File: config.mk
export PLATFORM = sky130hd
export DESIGN_NAME = arinc_word_transmitter
export DESIGN_NICKNAME = d
export VERILOG_FILES = /design/src/inc/arinc_tx_pkg.sv /design/src/verilog/arinc_word_transmitter.sv
export VERILOG_INCLUDE_DIRS = /design/src /design/src/inc
export SDC_FILE = /design/constraint.sdc
export NUM_CORES = 1
export LEC_CHECK = 0
export BUFFER_PORTS_ARGS = -buffer_cell sky130_fd_sc_hd__buf_4
export CAP_MARGIN = 20
export CELL_PAD_IN_SITES_DETAIL_PLACEMENT = 0
export CELL_PAD_IN_SITES_GLOBAL_PLACEMENT = 1
export CORE_MARGIN = 2
export CORE_UTILIZATION = 45
export DETAILED_ROUTE_END_ITERATION = 10
export PLACE_DENSITY_LB_ADDON = 0.1
export SYNTH_ARGS = -nofsm -noshare
export SYNTH_HDL_FRONTEND = slang
export SYNTH_SLANG_ARGS = --single-unit
File: constraint.sdc
create_clock -name clk -period 3.71 [get_ports clk]
set_clock_uncertainty 0.05 [all_clocks]
set_input_delay 0.371 -clock clk [delete_from_list [all_inputs] [get_ports clk]]
set_output_delay 0.371 -clock clk [all_outputs]
set_load 0.02 [all_outputs]
File: src/inc/arinc_word_transmitter_map.svh
// Offsets, field positions, reset values and timing counts of the ARINC word transmitter
`ifndef ARINC_WORD_TRANSMITTER_MAP_SVH
`define ARINC_WORD_TRANSMITTER_MAP_SVH
// ----------------------------------------------------------------------
// Register offsets
// ----------------------------------------------------------------------
`define AWT_CTRL_ADDR 4'h0
`define AWT_STAT_ADDR 4'h1
// ----------------------------------------------------------------------
// Control fields
// ----------------------------------------------------------------------
`define AWT_CTRL_LOOPBACK 5
`define AWT_CTRL_REPEAT 6
`define AWT_CTRL_PARITY 12
`define AWT_CTRL_RATE 13
`define AWT_CTRL_RESET 16'h0020
// ----------------------------------------------------------------------
// Status fields
// ----------------------------------------------------------------------
`define AWT_STAT_READY 0
`define AWT_STAT_COUNT_LSB 1
`define AWT_STAT_BUSY 5
`define AWT_STAT_RX1 6
`define AWT_STAT_RX2 7
// ----------------------------------------------------------------------
// Sizes and timing
// ----------------------------------------------------------------------
`define AWT_FIFO_DEPTH 8
`define AWT_WORD_BITS 31
`define AWT_LAST_BIT 5'h1F
`define AWT_HALF_HI 9'h005
`define AWT_HALF_LO 9'h028
`define AWT_GAP_HI 9'h028
`define AWT_GAP_LO 9'h140
`define AWT_CLK_NS 10
`define AWT_READY_MAX_NS 840
`define AWT_READY_MAX_CYC (`AWT_READY_MAX_NS / `AWT_CLK_NS)
`endif

File: src/inc/arinc_tx_pkg.sv
// Types shared by the ARINC word transmitter
package arinc_tx_pkg;
  typedef enum logic [2:0] {
    TX_IDLE,
    TX_DATA,
    TX_NULL,
    TX_GAP
  } tx_state_t;
  typedef logic [30:0] tx_word_t;
endpackage : arinc_tx_pkg

File: src/verilog/arinc_word_transmitter.sv
// ARINC 429 transmit path with FIFO, receive latches, loopback and repeater
//
// Local design decisions: the register addresses and the strobed register port.
`timescale 1ns/1ns
`default_nettype none
`include "arinc_word_transmitter_map.svh"
module arinc_word_transmitter
  import arinc_tx_pkg::*;
(
  // Clock and reset
  input wire logic clk,
  input wire logic resetn,
  // Register port
  input wire logic [3:0] reg_addr,
  input wire logic [15:0] reg_wdata,
  input wire logic reg_write,
  input wire logic reg_read,
  output logic [15:0] reg_rdata,
  // Transmit load
  input wire logic [15:0] load_data,
  input wire logic first_byte_load_strobe,
  input wire logic second_byte_load_strobe,
  input wire logic transmit_enable,
  output logic tx_ready,
  // Receive side
  input wire logic [31:0] rx1_word,
  input wire logic [31:0] rx2_word,
  input wire logic rx1_word_done,
  input wire logic rx2_word_done,
  input wire logic rx1_read_strobe,
  input wire logic rx2_read_strobe,
  input wire logic rx_byte_sel,
  output logic [15:0] rx_read_data,
  output logic rx1_word_available,
  output logic rx2_word_available,
  // Receiver logic inputs
  input wire logic rx1_line_true,
  input wire logic rx1_line_comp,
  input wire logic rx2_line_true,
  input wire logic rx2_line_comp,
  output logic rx1_logic_true,
  output logic rx1_logic_comp,
  output logic rx2_logic_true,
  output logic rx2_logic_comp,
  // Serial and line outputs
  output logic serial_out_true,
  output logic serial_out_comp,
  output logic line_out_a,
  output logic line_out_b,
  output logic line_slope_slow
);
  // --------------------------------------------------------------------
  // Byte packing
  // --------------------------------------------------------------------
  function automatic logic [15:0] byte1_of(input logic [31:0] w);
    byte1_of = {w[12], w[11], w[10], w[9], w[8], w[30], w[29], w[31],
                w[0], w[1], w[2], w[3], w[4], w[5], w[6], w[7]};
  endfunction : byte1_of

  function automatic logic [15:0] byte2_of(input logic [31:0] w);
    byte2_of = w[28:13];
  endfunction : byte2_of

  function automatic tx_word_t word_of(input logic [15:0] b1, input logic [15:0] b2);
    word_of = {b1[10], b1[9], b2, b1[15], b1[14], b1[13], b1[12], b1[11],
               b1[0], b1[1], b1[2], b1[3], b1[4], b1[5], b1[6], b1[7]};
  endfunction : word_of

  // --------------------------------------------------------------------
  // Control register
  // --------------------------------------------------------------------
  logic [15:0] ctrl_q;
  logic parity_invert_bit;
  logic loopback_test_bit;
  logic tx_rate_select_bit;
  logic repeat_mode;
  wire ctrl_wr = reg_write && (reg_addr == `AWT_CTRL_ADDR);
  assign parity_invert_bit = ctrl_q[`AWT_CTRL_PARITY];
  assign loopback_test_bit = ctrl_q[`AWT_CTRL_LOOPBACK];
  assign tx_rate_select_bit = ctrl_q[`AWT_CTRL_RATE];
  assign repeat_mode = ctrl_q[`AWT_CTRL_REPEAT];

  always_ff @(posedge clk or negedge resetn) begin
    if (!resetn) begin
      ctrl_q <= `AWT_CTRL_RESET;
    end else if (ctrl_wr) begin
      ctrl_q <= reg_wdata;
    end
  end

  // --------------------------------------------------------------------
  // Receive latches
  // --------------------------------------------------------------------
  // Each channel latches and clears on its own; nothing here waits on the transmitter.
  logic [31:0] rx_word_in [2];
  logic [1:0] rx_done;
  logic [1:0] rx_rd;
  logic [31:0] rx_lat_q [2];
  logic [1:0] avail_q;
  logic [1:0] got_lo_q;
  logic [1:0] got_hi_q;
  logic [1:0] rep_push_ch;
  assign rx_word_in[0] = rx1_word;
  assign rx_word_in[1] = rx2_word;
  assign rx_done = {rx2_word_done, rx1_word_done};
  assign rx_rd = {rx2_read_strobe, rx1_read_strobe};

  genvar ch;
  generate
    for (ch = 0; ch < 2; ch++) begin : g_rx
      wire rd_lo = rx_rd[ch] && !rx_byte_sel;
      wire rd_hi = rx_rd[ch] && rx_byte_sel;
      wire both_done = (got_lo_q[ch] || rd_lo) && (got_hi_q[ch] || rd_hi);
      // Lower byte first arms the repeater; the upper byte then queues the word
      assign rep_push_ch[ch] = repeat_mode && rd_hi && got_lo_q[ch];
      always_ff @(posedge clk or negedge resetn) begin
        if (!resetn) begin
          rx_lat_q[ch] <= 32'h00000000;
          avail_q[ch] <= 1'b0;
          got_lo_q[ch] <= 1'b0;
          got_hi_q[ch] <= 1'b0;
        end else if (rx_done[ch]) begin
          // A new word overwrites unread data and wins over a clear
          rx_lat_q[ch] <= rx_word_in[ch];
          avail_q[ch] <= 1'b1;
          got_lo_q[ch] <= 1'b0;
          got_hi_q[ch] <= 1'b0;
        end else if (both_done) begin
          avail_q[ch] <= 1'b0;
          got_lo_q[ch] <= 1'b0;
          got_hi_q[ch] <= 1'b0;
        end else begin
          got_lo_q[ch] <= got_lo_q[ch] || rd_lo;
          got_hi_q[ch] <= got_hi_q[ch] || rd_hi;
        end
      end
    end
  endgenerate

  wire [31:0] rd_word = rx2_read_strobe ? rx_lat_q[1] : rx_lat_q[0];
  wire [15:0] rd_byte = rx_byte_sel ? byte2_of(rd_word) : byte1_of(rd_word);
  wire any_rd = rx1_read_strobe || rx2_read_strobe;

  always_ff @(posedge clk or negedge resetn) begin
    if (!resetn) begin
      rx_read_data <= 16'h0000;
    end else if (any_rd) begin
      rx_read_data <= rd_byte;
    end
  end
  assign rx1_word_available = avail_q[0];
  assign rx2_word_available = avail_q[1];

  // --------------------------------------------------------------------
  // Host load path
  // --------------------------------------------------------------------
  logic pl1_prev_q;
  logic pl2_prev_q;
  logic byte1_valid_q;
  logic [15:0] byte1_q;
  wire pl1_rise = first_byte_load_strobe && !pl1_prev_q;
  wire pl2_rise = second_byte_load_strobe && !pl2_prev_q;
  // A second byte with no first byte before it is ignored
  wire host_push = pl2_rise && byte1_valid_q;
  wire rep_push = |rep_push_ch;
  wire [31:0] rep_word = rep_push_ch[1] ? rx_lat_q[1] : rx_lat_q[0];
  wire push_req = host_push || rep_push;
  wire tx_word_t push_word = host_push ? word_of(byte1_q, load_data) : rep_word[30:0];

  always_ff @(posedge clk or negedge resetn) begin
    if (!resetn) begin
      pl1_prev_q <= 1'b0;
      pl2_prev_q <= 1'b0;
      byte1_valid_q <= 1'b0;
      byte1_q <= 16'h0000;
    end else begin
      pl1_prev_q <= first_byte_load_strobe;
      pl2_prev_q <= second_byte_load_strobe;
      if (pl1_rise) begin
        byte1_q <= load_data;
        byte1_valid_q <= 1'b1;
      end else if (pl2_rise) begin
        byte1_valid_q <= 1'b0;
      end
    end
  end

  // --------------------------------------------------------------------
  // FIFO
  // --------------------------------------------------------------------
  tx_word_t mem_q [`AWT_FIFO_DEPTH];
  logic [2:0] wr_ptr_q;
  logic [2:0] rd_ptr_q;
  logic [3:0] count_q;
  logic pop;
  wire fifo_full = (count_q == 4'(`AWT_FIFO_DEPTH));
  wire fifo_empty = (count_q == 4'h0);
  wire push = push_req && !fifo_full;
  wire [3:0] count_d = count_q + {3'h0, push} - {3'h0, pop};

  always_ff @(posedge clk) begin
    if (push) begin
      mem_q[wr_ptr_q] <= push_word;
    end
  end

  always_ff @(posedge clk or negedge resetn) begin
    if (!resetn) begin
      wr_ptr_q <= 3'h0;
      rd_ptr_q <= 3'h0;
      count_q <= 4'h0;
    end else begin
      wr_ptr_q <= wr_ptr_q + {2'h0, push};
      rd_ptr_q <= rd_ptr_q + {2'h0, pop};
      count_q <= count_d;
    end
  end

  // --------------------------------------------------------------------
  // Transmit sequencer
  // --------------------------------------------------------------------
  tx_state_t state_q, state_d;
  logic [8:0] cnt_q, cnt_d;
  logic [4:0] bit_q, bit_d;
  logic [31:0] shift_q, shift_d;
  wire [8:0] half_len = tx_rate_select_bit ? `AWT_HALF_LO : `AWT_HALF_HI;
  wire [8:0] gap_len = tx_rate_select_bit ? `AWT_GAP_LO : `AWT_GAP_HI;
  wire tx_word_t top_word = mem_q[rd_ptr_q];
  wire parity_bit = ~(^top_word) ^ parity_invert_bit;
  wire cnt_end = (cnt_q == 9'h000);

  always_comb begin
    state_d = state_q;
    cnt_d = cnt_end ? 9'h000 : cnt_q - 9'h001;
    bit_d = bit_q;
    shift_d = shift_q;
    pop = 1'b0;
    case (state_q)
      TX_IDLE: begin
        if (transmit_enable && !fifo_empty) begin
          pop = 1'b1;
          shift_d = {parity_bit, top_word};
          bit_d = 5'h00;
          cnt_d = half_len - 9'h001;
          state_d = TX_DATA;
        end
      end
      TX_DATA: begin
        if (cnt_end) begin
          cnt_d = half_len - 9'h001;
          state_d = TX_NULL;
        end
      end
      TX_NULL: begin
        if (cnt_end) begin
          if (bit_q == `AWT_LAST_BIT) begin
            cnt_d = gap_len - 9'h001;
            state_d = TX_GAP;
          end else begin
            bit_d = bit_q + 5'h01;
            shift_d = {1'b0, shift_q[31:1]};
            cnt_d = half_len - 9'h001;
            state_d = TX_DATA;
          end
        end
      end
      TX_GAP: begin
        if (cnt_end) begin
          state_d = TX_IDLE;
        end
      end
      default: begin
        state_d = TX_IDLE;
      end
    endcase
    // Dropping enable mid-word abandons the word that was already popped
    if (!transmit_enable && state_q != TX_IDLE) begin
      state_d = TX_IDLE;
    end
  end

  always_ff @(posedge clk or negedge resetn) begin
    if (!resetn) begin
      state_q <= TX_IDLE;
      cnt_q <= 9'h000;
      bit_q <= 5'h00;
      shift_q <= 32'h00000000;
      serial_out_true <= 1'b0;
      serial_out_comp <= 1'b0;
    end else begin
      state_q <= state_d;
      cnt_q <= cnt_d;
      bit_q <= bit_d;
      shift_q <= shift_d;
      // Both lines low is the null level
      serial_out_true <= (state_d == TX_DATA) && shift_d[0];
      serial_out_comp <= (state_d == TX_DATA) && !shift_d[0];
    end
  end

  // --------------------------------------------------------------------
  // Outputs
  // --------------------------------------------------------------------
  assign tx_ready = fifo_empty && (state_q == TX_IDLE);
  assign line_out_a = serial_out_true;
  assign line_out_b = serial_out_comp;
  assign line_slope_slow = tx_rate_select_bit;
  assign rx1_logic_true = loopback_test_bit ? rx1_line_true : serial_out_true;
  assign rx1_logic_comp = loopback_test_bit ? rx1_line_comp : serial_out_comp;
  assign rx2_logic_true = loopback_test_bit ? rx2_line_true : serial_out_true;
  assign rx2_logic_comp = loopback_test_bit ? rx2_line_comp : serial_out_comp;

  wire [15:0] stat_word = {8'h00, avail_q[1], avail_q[0], state_q != TX_IDLE, count_q, tx_ready};
  wire [15:0] rd_mux = (reg_addr == `AWT_CTRL_ADDR) ? ctrl_q :
                       (reg_addr == `AWT_STAT_ADDR) ? stat_word : 16'h0000;

  always_ff @(posedge clk or negedge resetn) begin
    if (!resetn) begin
      reg_rdata <= 16'h0000;
    end else begin
      reg_rdata <= reg_read ? rd_mux : 16'h0000;
    end
  end

  // --------------------------------------------------------------------
  // Assertions
  // --------------------------------------------------------------------
  property p_full_drop;
    @(posedge clk) disable iff (!resetn)
      (host_push && fifo_full && !pop) |=> (count_q == 4'(`AWT_FIFO_DEPTH));
  endproperty
  a_full_drop: assert property (p_full_drop) else $error("load into full FIFO changed count");

  property p_load_count;
    @(posedge clk) disable iff (!resetn)
      (push && !pop) |=> (count_q == $past(count_q) + 4'h1);
  endproperty
  a_load_count: assert property (p_load_count) else $error("load did not add a word");

  property p_no_half_load;
    @(posedge clk) disable iff (!resetn)
      (pl2_rise && !byte1_valid_q && !rep_push && !pop) |=> $stable(count_q);
  endproperty
  a_no_half_load: assert property (p_no_half_load) else $error("second byte alone loaded");

  property p_ready_drop;
    @(posedge clk) disable iff (!resetn)
      host_push && !fifo_full |=> !tx_ready;
  endproperty
  a_ready_drop: assert property (p_ready_drop) else $error("ready still high after load");

  property p_first_bit;
    @(posedge clk) disable iff (!resetn)
      (state_q == TX_IDLE && pop) |=> (serial_out_true ^ serial_out_comp);
  endproperty
  a_first_bit: assert property (p_first_bit) else $error("first bit late");

  property p_hi_half;
    @(posedge clk) disable iff (!resetn)
      ($rose(state_q == TX_DATA) && !tx_rate_select_bit && transmit_enable) ##1
      transmit_enable [*4] |=> $past(state_q == TX_DATA) && (state_q == TX_NULL);
  endproperty
  a_hi_half: assert property (p_hi_half) else $error("high speed data half not 5 clocks");

  property p_null_idle;
    @(posedge clk) disable iff (!resetn)
      (state_q == TX_IDLE || state_q == TX_GAP) |-> !serial_out_true && !serial_out_comp;
  endproperty
  a_null_idle: assert property (p_null_idle) else $error("line not null while idle");

  property p_parity;
    @(posedge clk) disable iff (!resetn)
      (state_q == TX_IDLE && pop) |=> ((^shift_q) == !$past(parity_invert_bit));
  endproperty
  a_parity: assert property (p_parity) else $error("transmit parity wrong");

  property p_avail_clear;
    @(posedge clk) disable iff (!resetn)
      (rx1_read_strobe && !rx1_word_done && !got_lo_q[0] && !got_hi_q[0]) |=>
      (rx1_word_available == $past(rx1_word_available));
  endproperty
  a_avail_clear: assert property (p_avail_clear) else $error("one byte cleared availability");

  property p_loop;
    @(posedge clk) disable iff (!resetn)
      !loopback_test_bit |-> (rx2_logic_true == serial_out_true) && (rx1_logic_comp == serial_out_comp);
  endproperty
  a_loop: assert property (p_loop) else $error("loopback not routed");

  c_word_sent: cover property (@(posedge clk) disable iff (!resetn) $rose(state_q == TX_GAP));
  c_full: cover property (@(posedge clk) disable iff (!resetn) fifo_full && host_push);
  c_repeat: cover property (@(posedge clk) disable iff (!resetn) rep_push && push);
endmodule : arinc_word_transmitter
`default_nettype wire

==> impl_metrics.ini, run 1 <==
[sta]
fmax_mhz = 325
holdWs_ns = 0.0296
finalMaxSlewViolations = 0
period_share_pct = 82.9
period_needed_ns = 3.08
max_slew.worst_pin.slew_ns = 0.908
rsz0062_at_grt = false
finalSetupViolations = 0
hold_violations = 0
slew_headroom_pct = 39.3
tns_ns = 0

[cells_and_area]
syn_to_final_growth_pct = 24.0
final_cell_area_sq_um = 22900
n_fill_cell = 3228
fin_util_pct = 56.3
regArea_sq_um = 12400
multi_input_area_sq_um = 5760
nets = 1573
drive_gt1_share_pct = 29.9

[routing]
vias = 10734
routedWlPerCell_um = 20.8
firstDrtPassIters = 5
drc_errors = 0
via_per_inst = 5.33
drtIter0Drc = 676
detail-route-antenna-nets = 0
drt-total-wl_um = 42000

[critical_path]
reg2reg_to = shift_q[31]
worstSetupStartpointType = register
crit_fanout = 26
startpoint = rd_ptr_q[0]
cp-end-kind = register
r2r-start = rd_ptr_q[0]
worstPathRequired_ns = 4.08
critPathArrivalTime_ns = 3.45
r2r_slack_ns = 0.63
critical_path_class = register to register
reg2reg_depth = 10

[logic_synthesis]
synth_edf_count = 248
synthArstFlopShare_pct = 44.3
synthCells = 1175
synth.top_cell.area_share_pct = 40.4
synthFlopType = edfxtp_1
ys_types = 46
ys_seq_area_share_pct = 67.1
synth.avg_cell_area_sq_um = 15.7
synth-seq-cells = 445
synthTopCellsByArea = edfxtp_1 (40%), dfrtp_1 (27%), mux2_2 (7.0%), mux4_2 (5.7%), mux2i_1 (5.6%)
yosysWarningCount = 0
netlist_area_sq_um = 18400
syn-num-nets = 1306
yosysTopAreaCell = edfxtp_1

[pwr]
p_int_w = 0.0111
seqPwrFrac_pct = 39.6
pwr_density_cell_nw_per_um2 = 696
power_switching_w = 0.00487
clkPwrFrac_pct = 29.0
power_w = 0.0159
p_sw_share_pct = 30.6
p_leak_nw = 9.15
ir_worst_vdd_mv = 0.601
comb_power_share_pct = 31.4

[placed_design]
dpl_cell_area_sq_um = 20400
hpwl_um = 25700
place.gp.congestion = 0.747
numPortBuffers = 159

[min_path]
min_delay_path_depth = 3
hp-start = transmit_enable
hold_end = state_q[1]
hp-class = input port to register

[global_routing]
gr-usage-met3_pct = 3.55
antenna_found_initial = 1
grt_pass1_wl_um = 64900
grt_max_degree = 111
use_met1_pct = 29.5
grt_usage_pct = 20.3
groute.layer.met2.usage_pct = 31.6
overflow = 0
grt.busiest_layer = met2
grt_pass1_vias = 11020

[floorplanning]
rows = 74
initial_utilization_pct = 45.4
die_area_sq_um = 42600
fp.dieH_um = 206
pin_count = 160
die_width_um = 206
core_sq_um = 40600

[clock_network]
clock_latency_ns = 0.56
post_cts_resized = 0
clk_path_buf_depth = 3
htreeDepth = 2
cts_tree = built
cts_root_buffer = clkbuf_16
numCtsBuffers = 47
clkTransAtPathRegs_ns = 0.06
clock-sinks = 445

[status]
status = finished clean

[job]
maxCapViolCount = 0
how the worst max path moves through the flow:
stage | to | depth (start not counted) | slack (ns)
2_1_floorplan | mem_q[4][0] | 5 | 0.66
3_3_place_gp | shift_q[31] | 10 | 0.72
3_5_place_dp | shift_q[31] | 10 | 0.67
4_1_cts | shift_q[31] | 10 | 0.65
5_1_grt | shift_q[31] | 10 | 0.52
6_report | shift_q[31] | 10 | 0.63
worst max-delay path: stages (launching register included):
cell and delay [ns]:
dfrtp_4 0.57, buf_12 0.27, buf_12 0.21, mux4_2 0.51
a21oi_1 0.30, xor2_1 0.13, xnor2_1 0.32, xnor2_1 0.18
xnor2_1 0.15, xnor2_1 0.14, o22ai_1 0.09
placed cells by master, fill, tap and decap left out, types with 3 or more instances in the layout:
cell type / Yosys / layout
a211oi_1: 3 / 3
a21oi_1: 58 / 58
a21oi_2: 10 / 10
a22oi_1: 30 / 30
and2_1: 9 / 9
buf_12: 0 / 8
buf_4: 7 / 178
bufinv_16: 0 / 3
clkbuf_1: 38 / 12
clkbuf_16: 0 / 49
clkbuf_8: 0 / 5
clkinv_1: 0 / 4
clkinv_2: 0 / 11
clkinvlp_4: 0 / 3
dfrtp_1: 196 / 195
dlygate4sd3_1: 0 / 98
edfxtp_1: 248 / 248
ha_1: 14 / 14
inv_1: 13 / 13
mux2_2: 114 / 114
mux2i_1: 104 / 104
mux4_2: 47 / 47
nand2_1: 34 / 34
nand2b_1: 9 / 9
nand3_1: 3 / 3
nand4_1: 3 / 3
nor2_1: 65 / 58
nor2_2: 0 / 7
nor3_1: 9 / 7
o21ai_0: 38 / 38
o22ai_1: 33 / 33
xnor2_1: 30 / 30
xor2_1: 13 / 13
cell usage after synthesis, drive strengths merged (29+ instances only):
library cell,n
a21oi,68
a22oi,30
buf,29
clkbuf,38
dfrtp,196
edfxtp,248
mux2,114
mux2i,104
mux4,47
nand2,34
nor2,65
o21ai,38
o22ai,33
xnor2,30
power groups by stage:
stage                     registers, W  logic (W)  clock network (W)
after global placement         0.00639    0.00497                  0
final                          0.00630    0.00500            0.00462
after CTS                      0.00631    0.00508            0.00473
after detailed placement       0.00640    0.00497                  0
after floorplan                0.00629    0.00363                  0
after global routing           0.00638    0.00543            0.00493
final cells by class:
cell class	instances	share of cell area, %
sequential	445	54.1
multi-input combinational	650	25.2
timing repair buffer	285	10.9
clock buffer	66	5.86
tap	532	2.91
clock inverter	21	0.799
inverter	13	0.213
antenna	1	0.0109
stage by stage:
stage	std cells	setup WS [ns]
2_1_floorplan	1175	0.664
3_3_place_gp	1827	0.724
3_5_place_dp	1827	0.671
4_1_cts	2012	0.649
5_1_grt	2012	0.524
6_report	2013	0.633
layer usage:
layer / vias to the layer above / routed length, um
met2: 227 / 19600
met4: 0 / 875
met5: - / 0
met1: 5454 / 19600
met3: 70 / 1870
li1: 4983 / -
registers in the layout, indices dropped and copies added, names as in the netlist, 2 cells and up:
register,count
got_lo_q,2
rx_read_data,16
rd_ptr_q,3
state_q,3
wr_ptr_q,3
bit_q,5
shift_q,32
count_q,4
byte1_q,15
rx_lat_q,64
cnt_q,9
reg_rdata,16
mem_q,248
got_hi_q,2
ctrl_q,16
kinds of logic (layout without fill, tap and decap cells):
group	count (synthesis)	count (layout)	synth area share [%]
mux	265	265	18.3
simple gates	144	144	3.52
compound gates	182	182	5.98
fa+ha+maj	15	15	1.06
xor+xnor	43	43	2.04
flops	445	445	67.1
other cells	1	2	0.0203
buf+inv	80	385	1.91
what timing repair did:
action	in CTS	in global routing
hold endpoints to repair	148	0
hold buffers	98	0
buffers inserted	0	0
(Power assumes the default switching activity.)
==> run 2, diff against run 1 <==
- ABC_AREA: not set -> 1
- CORE_UTILIZATION: 45 -> 46
- clock period: 3.71 -> 3.1 ns (I/O delays scaled with it)
==> run 2 against run 1 <==
- clock-buffer cell count is 3 lower
- clock power is 26% higher
- via count is 49% higher
- die area is 8.8% higher
- wire length is 28% higher
- global-route usage is 3.2 points higher
- critical path depth is 9 higher
- register-to-register slack worse by 0.18 ns
- synthesized area is 11% higher
- power is 34% higher
- setup slack worse by 0.18 ns
- critical path type unchanged
==> impl_metrics.ini, run 2 <==
[pwr]
p_leak_nw = 11.9
pwr_density_cell_nw_per_um2 = 841
ir_worst_vdd_mv = 0.653

[logic_synthesis]
ys_seq_area_share_pct = 60.3
synth-seq-cells = 445
syn-num-nets = 2443
synthArstFlopShare_pct = 44.3
netlist_area_sq_um = 20500
yosysTopAreaCell = edfxtp_1
synthTopCellsByArea = edfxtp_1 (36%), dfrtp_1 (24%), nand2_1 (15%), inv_1 (5.5%), nand3_1 (3.8%)
synthMostInstantiatedCell = nand2_1
yosysWarningCount = 0
ys_top_cells_by_count = nand2_1 (826), inv_1 (299), edfxtp_1 (248)
synthCells = 2312
ys_types = 41
synth.avg_cell_area_sq_um = 8.89
synthFlopType = edfxtp_1
synth.top_cell.area_share_pct = 36.3
synth_edf_count = 248

[cells_and_area]
final_common_cell = nand2_1
mostFrequentLayoutCells = nand2_1 (825), inv_1 (299), edfxtp_1 (248)
nets = 2703
antenna_cells = 0
final_cell_area_sq_um = 25300
fin_util_pct = 57.4
drive_gt1_share_pct = 12.7
largest_reg_flops = 248
regMostFlops = mem_q
n_fill_cell = 3951
syn_to_final_growth_pct = 23.3
top_regs = mem_q (248), rx_lat_q (64), shift_q (32)

[global_routing]
grt_pass1_wl_um = 85700
grt_max_degree = 76
grt_pass1_vias = 15508
overflow = 0
grt_usage_pct = 23.5
antenna_found_initial = 0

[routing]
drtIter0Drc = 1241
vias = 15995
via_per_inst = 4.99
drt-total-wl_um = 53900
drc_errors = 0
firstDrtPassIters = 8
routedWlPerCell_um = 16.8
detail-route-antenna-nets = 0

[critical_path]
path_common_cell = nand2_1
critical_path_class = register to register
cp-end-kind = register
crit_buf_inv = 3
cpMaxStageDelayCell = dfrtp_4
critPathArrivalTime_ns = 3.07
r2r_slack_ns = 0.46
worstPathRequired_ns = 3.52
worstSetupStartpointType = register
critPathMaxStageDelay_ns = 0.51
crit_fanout = 72
crit_chain = inv_2 -> buf_12 -> nand2_1 -> nand3_1 -> nand2_1 -> o21ai_1 -> nand2_1 -> nand2_1 -> inv_2 -> nand2_1 -> nand2_1 -> nand2_1 -> nand2_1 -> nand2_1 -> nand2_1 -> nand2_1 -> nand3_1 -> nand3_1 -> nand2_1
r2r-start = rd_ptr_q[0]
reg2reg_depth = 19
critical_path.top_delay_family = simple AND/OR/NAND/NOR gates
reg2reg_to = shift_q[31]

[sta]
fmax_mhz = 378
finalSetupViolations = 0
rsz0062_at_grt = false
period_share_pct = 85.2
slew_headroom_pct = 34.8
finalMaxSlewViolations = 0
tns_ns = 0
hold_violations = 0
max_slew.worst_pin.slew_ns = 0.973
period_needed_ns = 2.64

[clock_network]
cts_root_buffer = clkbuf_16
clk_path_buf_depth = 3
clkTransAtPathRegs_ns = 0.06
cts_tree = built
clock_latency_ns = 0.59
clock-sinks = 445
numCtsBuffers = 49
post-cts-setup-buffer-count = 0
htreeDepth = 2

[placed_design]
place.gp.congestion = 0.791
numPortBuffers = 159
dpl_cell_area_sq_um = 22700
hpwl_um = 34100

[job]
maxCapViolCount = 0

[floorplanning]
die_area_sq_um = 46400
initial_utilization_pct = 46.6
die_width_um = 215
fp.dieH_um = 215
core_sq_um = 44100
rows = 77
pin_count = 160

[min_path]
hp-start = load_data[15]
hold_end = byte1_q[15]
hp-class = input port to register
min_delay_path_depth = 3

[status]
status = finished clean
==> run 2: through the flow <==
step	hold WS [ns]	total power [W]	worst slack [ns]	std cells
global placement	0.253	0.0153	0.520	3012
global route	0.0475	0.0228	0.177	3205
finish	0.0223	0.0213	0.457	3205
CTS	0.00501	0.0214	0.487	3205
detailed placement	0.251	0.0155	0.504	3012
floorplan	-0.0356	0.0130	-0.223	2312
==> run 2: metal layers <==
layer  GRT usage [%]  share of wire (%)  vias up
li1                -                  -     7956
met1            34.2                 47     7534
met2            37.1                 46      430
met3            3.51                5.7       75
met4            6.07                1.8        0
met5               0                  0        -
==> run 2: power breakdown <==
| group | internal [W] | total [W] | switching [W] |
|---|---|---|---|
| combinational | 0.00263 | 0.00802 | 0.00539 |
| sequential | 0.00710 | 0.00744 | 0.000332 |
| clock | 0.00345 | 0.00584 | 0.00239 |
| total | 0.0132 | 0.0213 | 0.00810 |
==> run 2: cell type report <==
| cell class | instances | area, sq um | area share, % |
|---|---|---|---|
| Sequential cell | 445 | 12400 | 48.9 |
| Multi-Input combinational cell | 1446 | 6550 | 25.9 |
| Timing Repair Buffer | 320 | 2880 | 11.3 |
| Clock buffer | 63 | 1370 | 5.41 |
| Inverter | 310 | 1160 | 4.59 |
| Tap cell | 592 | 741 | 2.92 |
| Clock inverter | 29 | 246 | 0.973 |
==> run 2: cell families after synthesis <==
logic type	synth area share, %
simple gates	21.9
flops	60.3
buf+inv	8.08
compound gates	8.05
fa+ha+maj	0.950
xor+xnor	0.426
mux	0.329
other cells	0.0183
==> run 2: how the worst max path moves through the flow <==
stage / startpoint / endpoint / slack (ns) / cells past startpoint
2_1_floorplan: rx_byte_sel / mem_q[0][0] / -0.22 / 8
3_3_place_gp: rd_ptr_q[0] / shift_q[31] / 0.52 / 19
3_5_place_dp: rd_ptr_q[0] / shift_q[31] / 0.50 / 19
4_1_cts: rd_ptr_q[0] / shift_q[31] / 0.49 / 19
5_1_grt: rd_ptr_q[0] / shift_q[31] / 0.18 / 19
6_report: rd_ptr_q[0] / shift_q[31] / 0.46 / 19
==> run 2: worst register-to-register path: stages, from the launching register on <==
cell and delay (ns):
dfrtp_4 0.51, inv_2 0.11, buf_12 0.28, nand2_1 0.16, nand3_1 0.08, nand2_1 0.07, o21ai_1 0.23, nand2_1 0.08
nand2_1 0.17, inv_2 0.06, nand2_1 0.06, nand2_1 0.04, nand2_1 0.14, nand2_1 0.10, nand2_1 0.07, nand2_1 0.07
nand2_1 0.07, nand3_1 0.07, nand3_1 0.08, nand2_1 0.05
==> run 2: what timing repair did <==
action	in CTS	in global routing
hold buffers	101	0
gates resized for setup	0	0
hold endpoints to repair	158	0
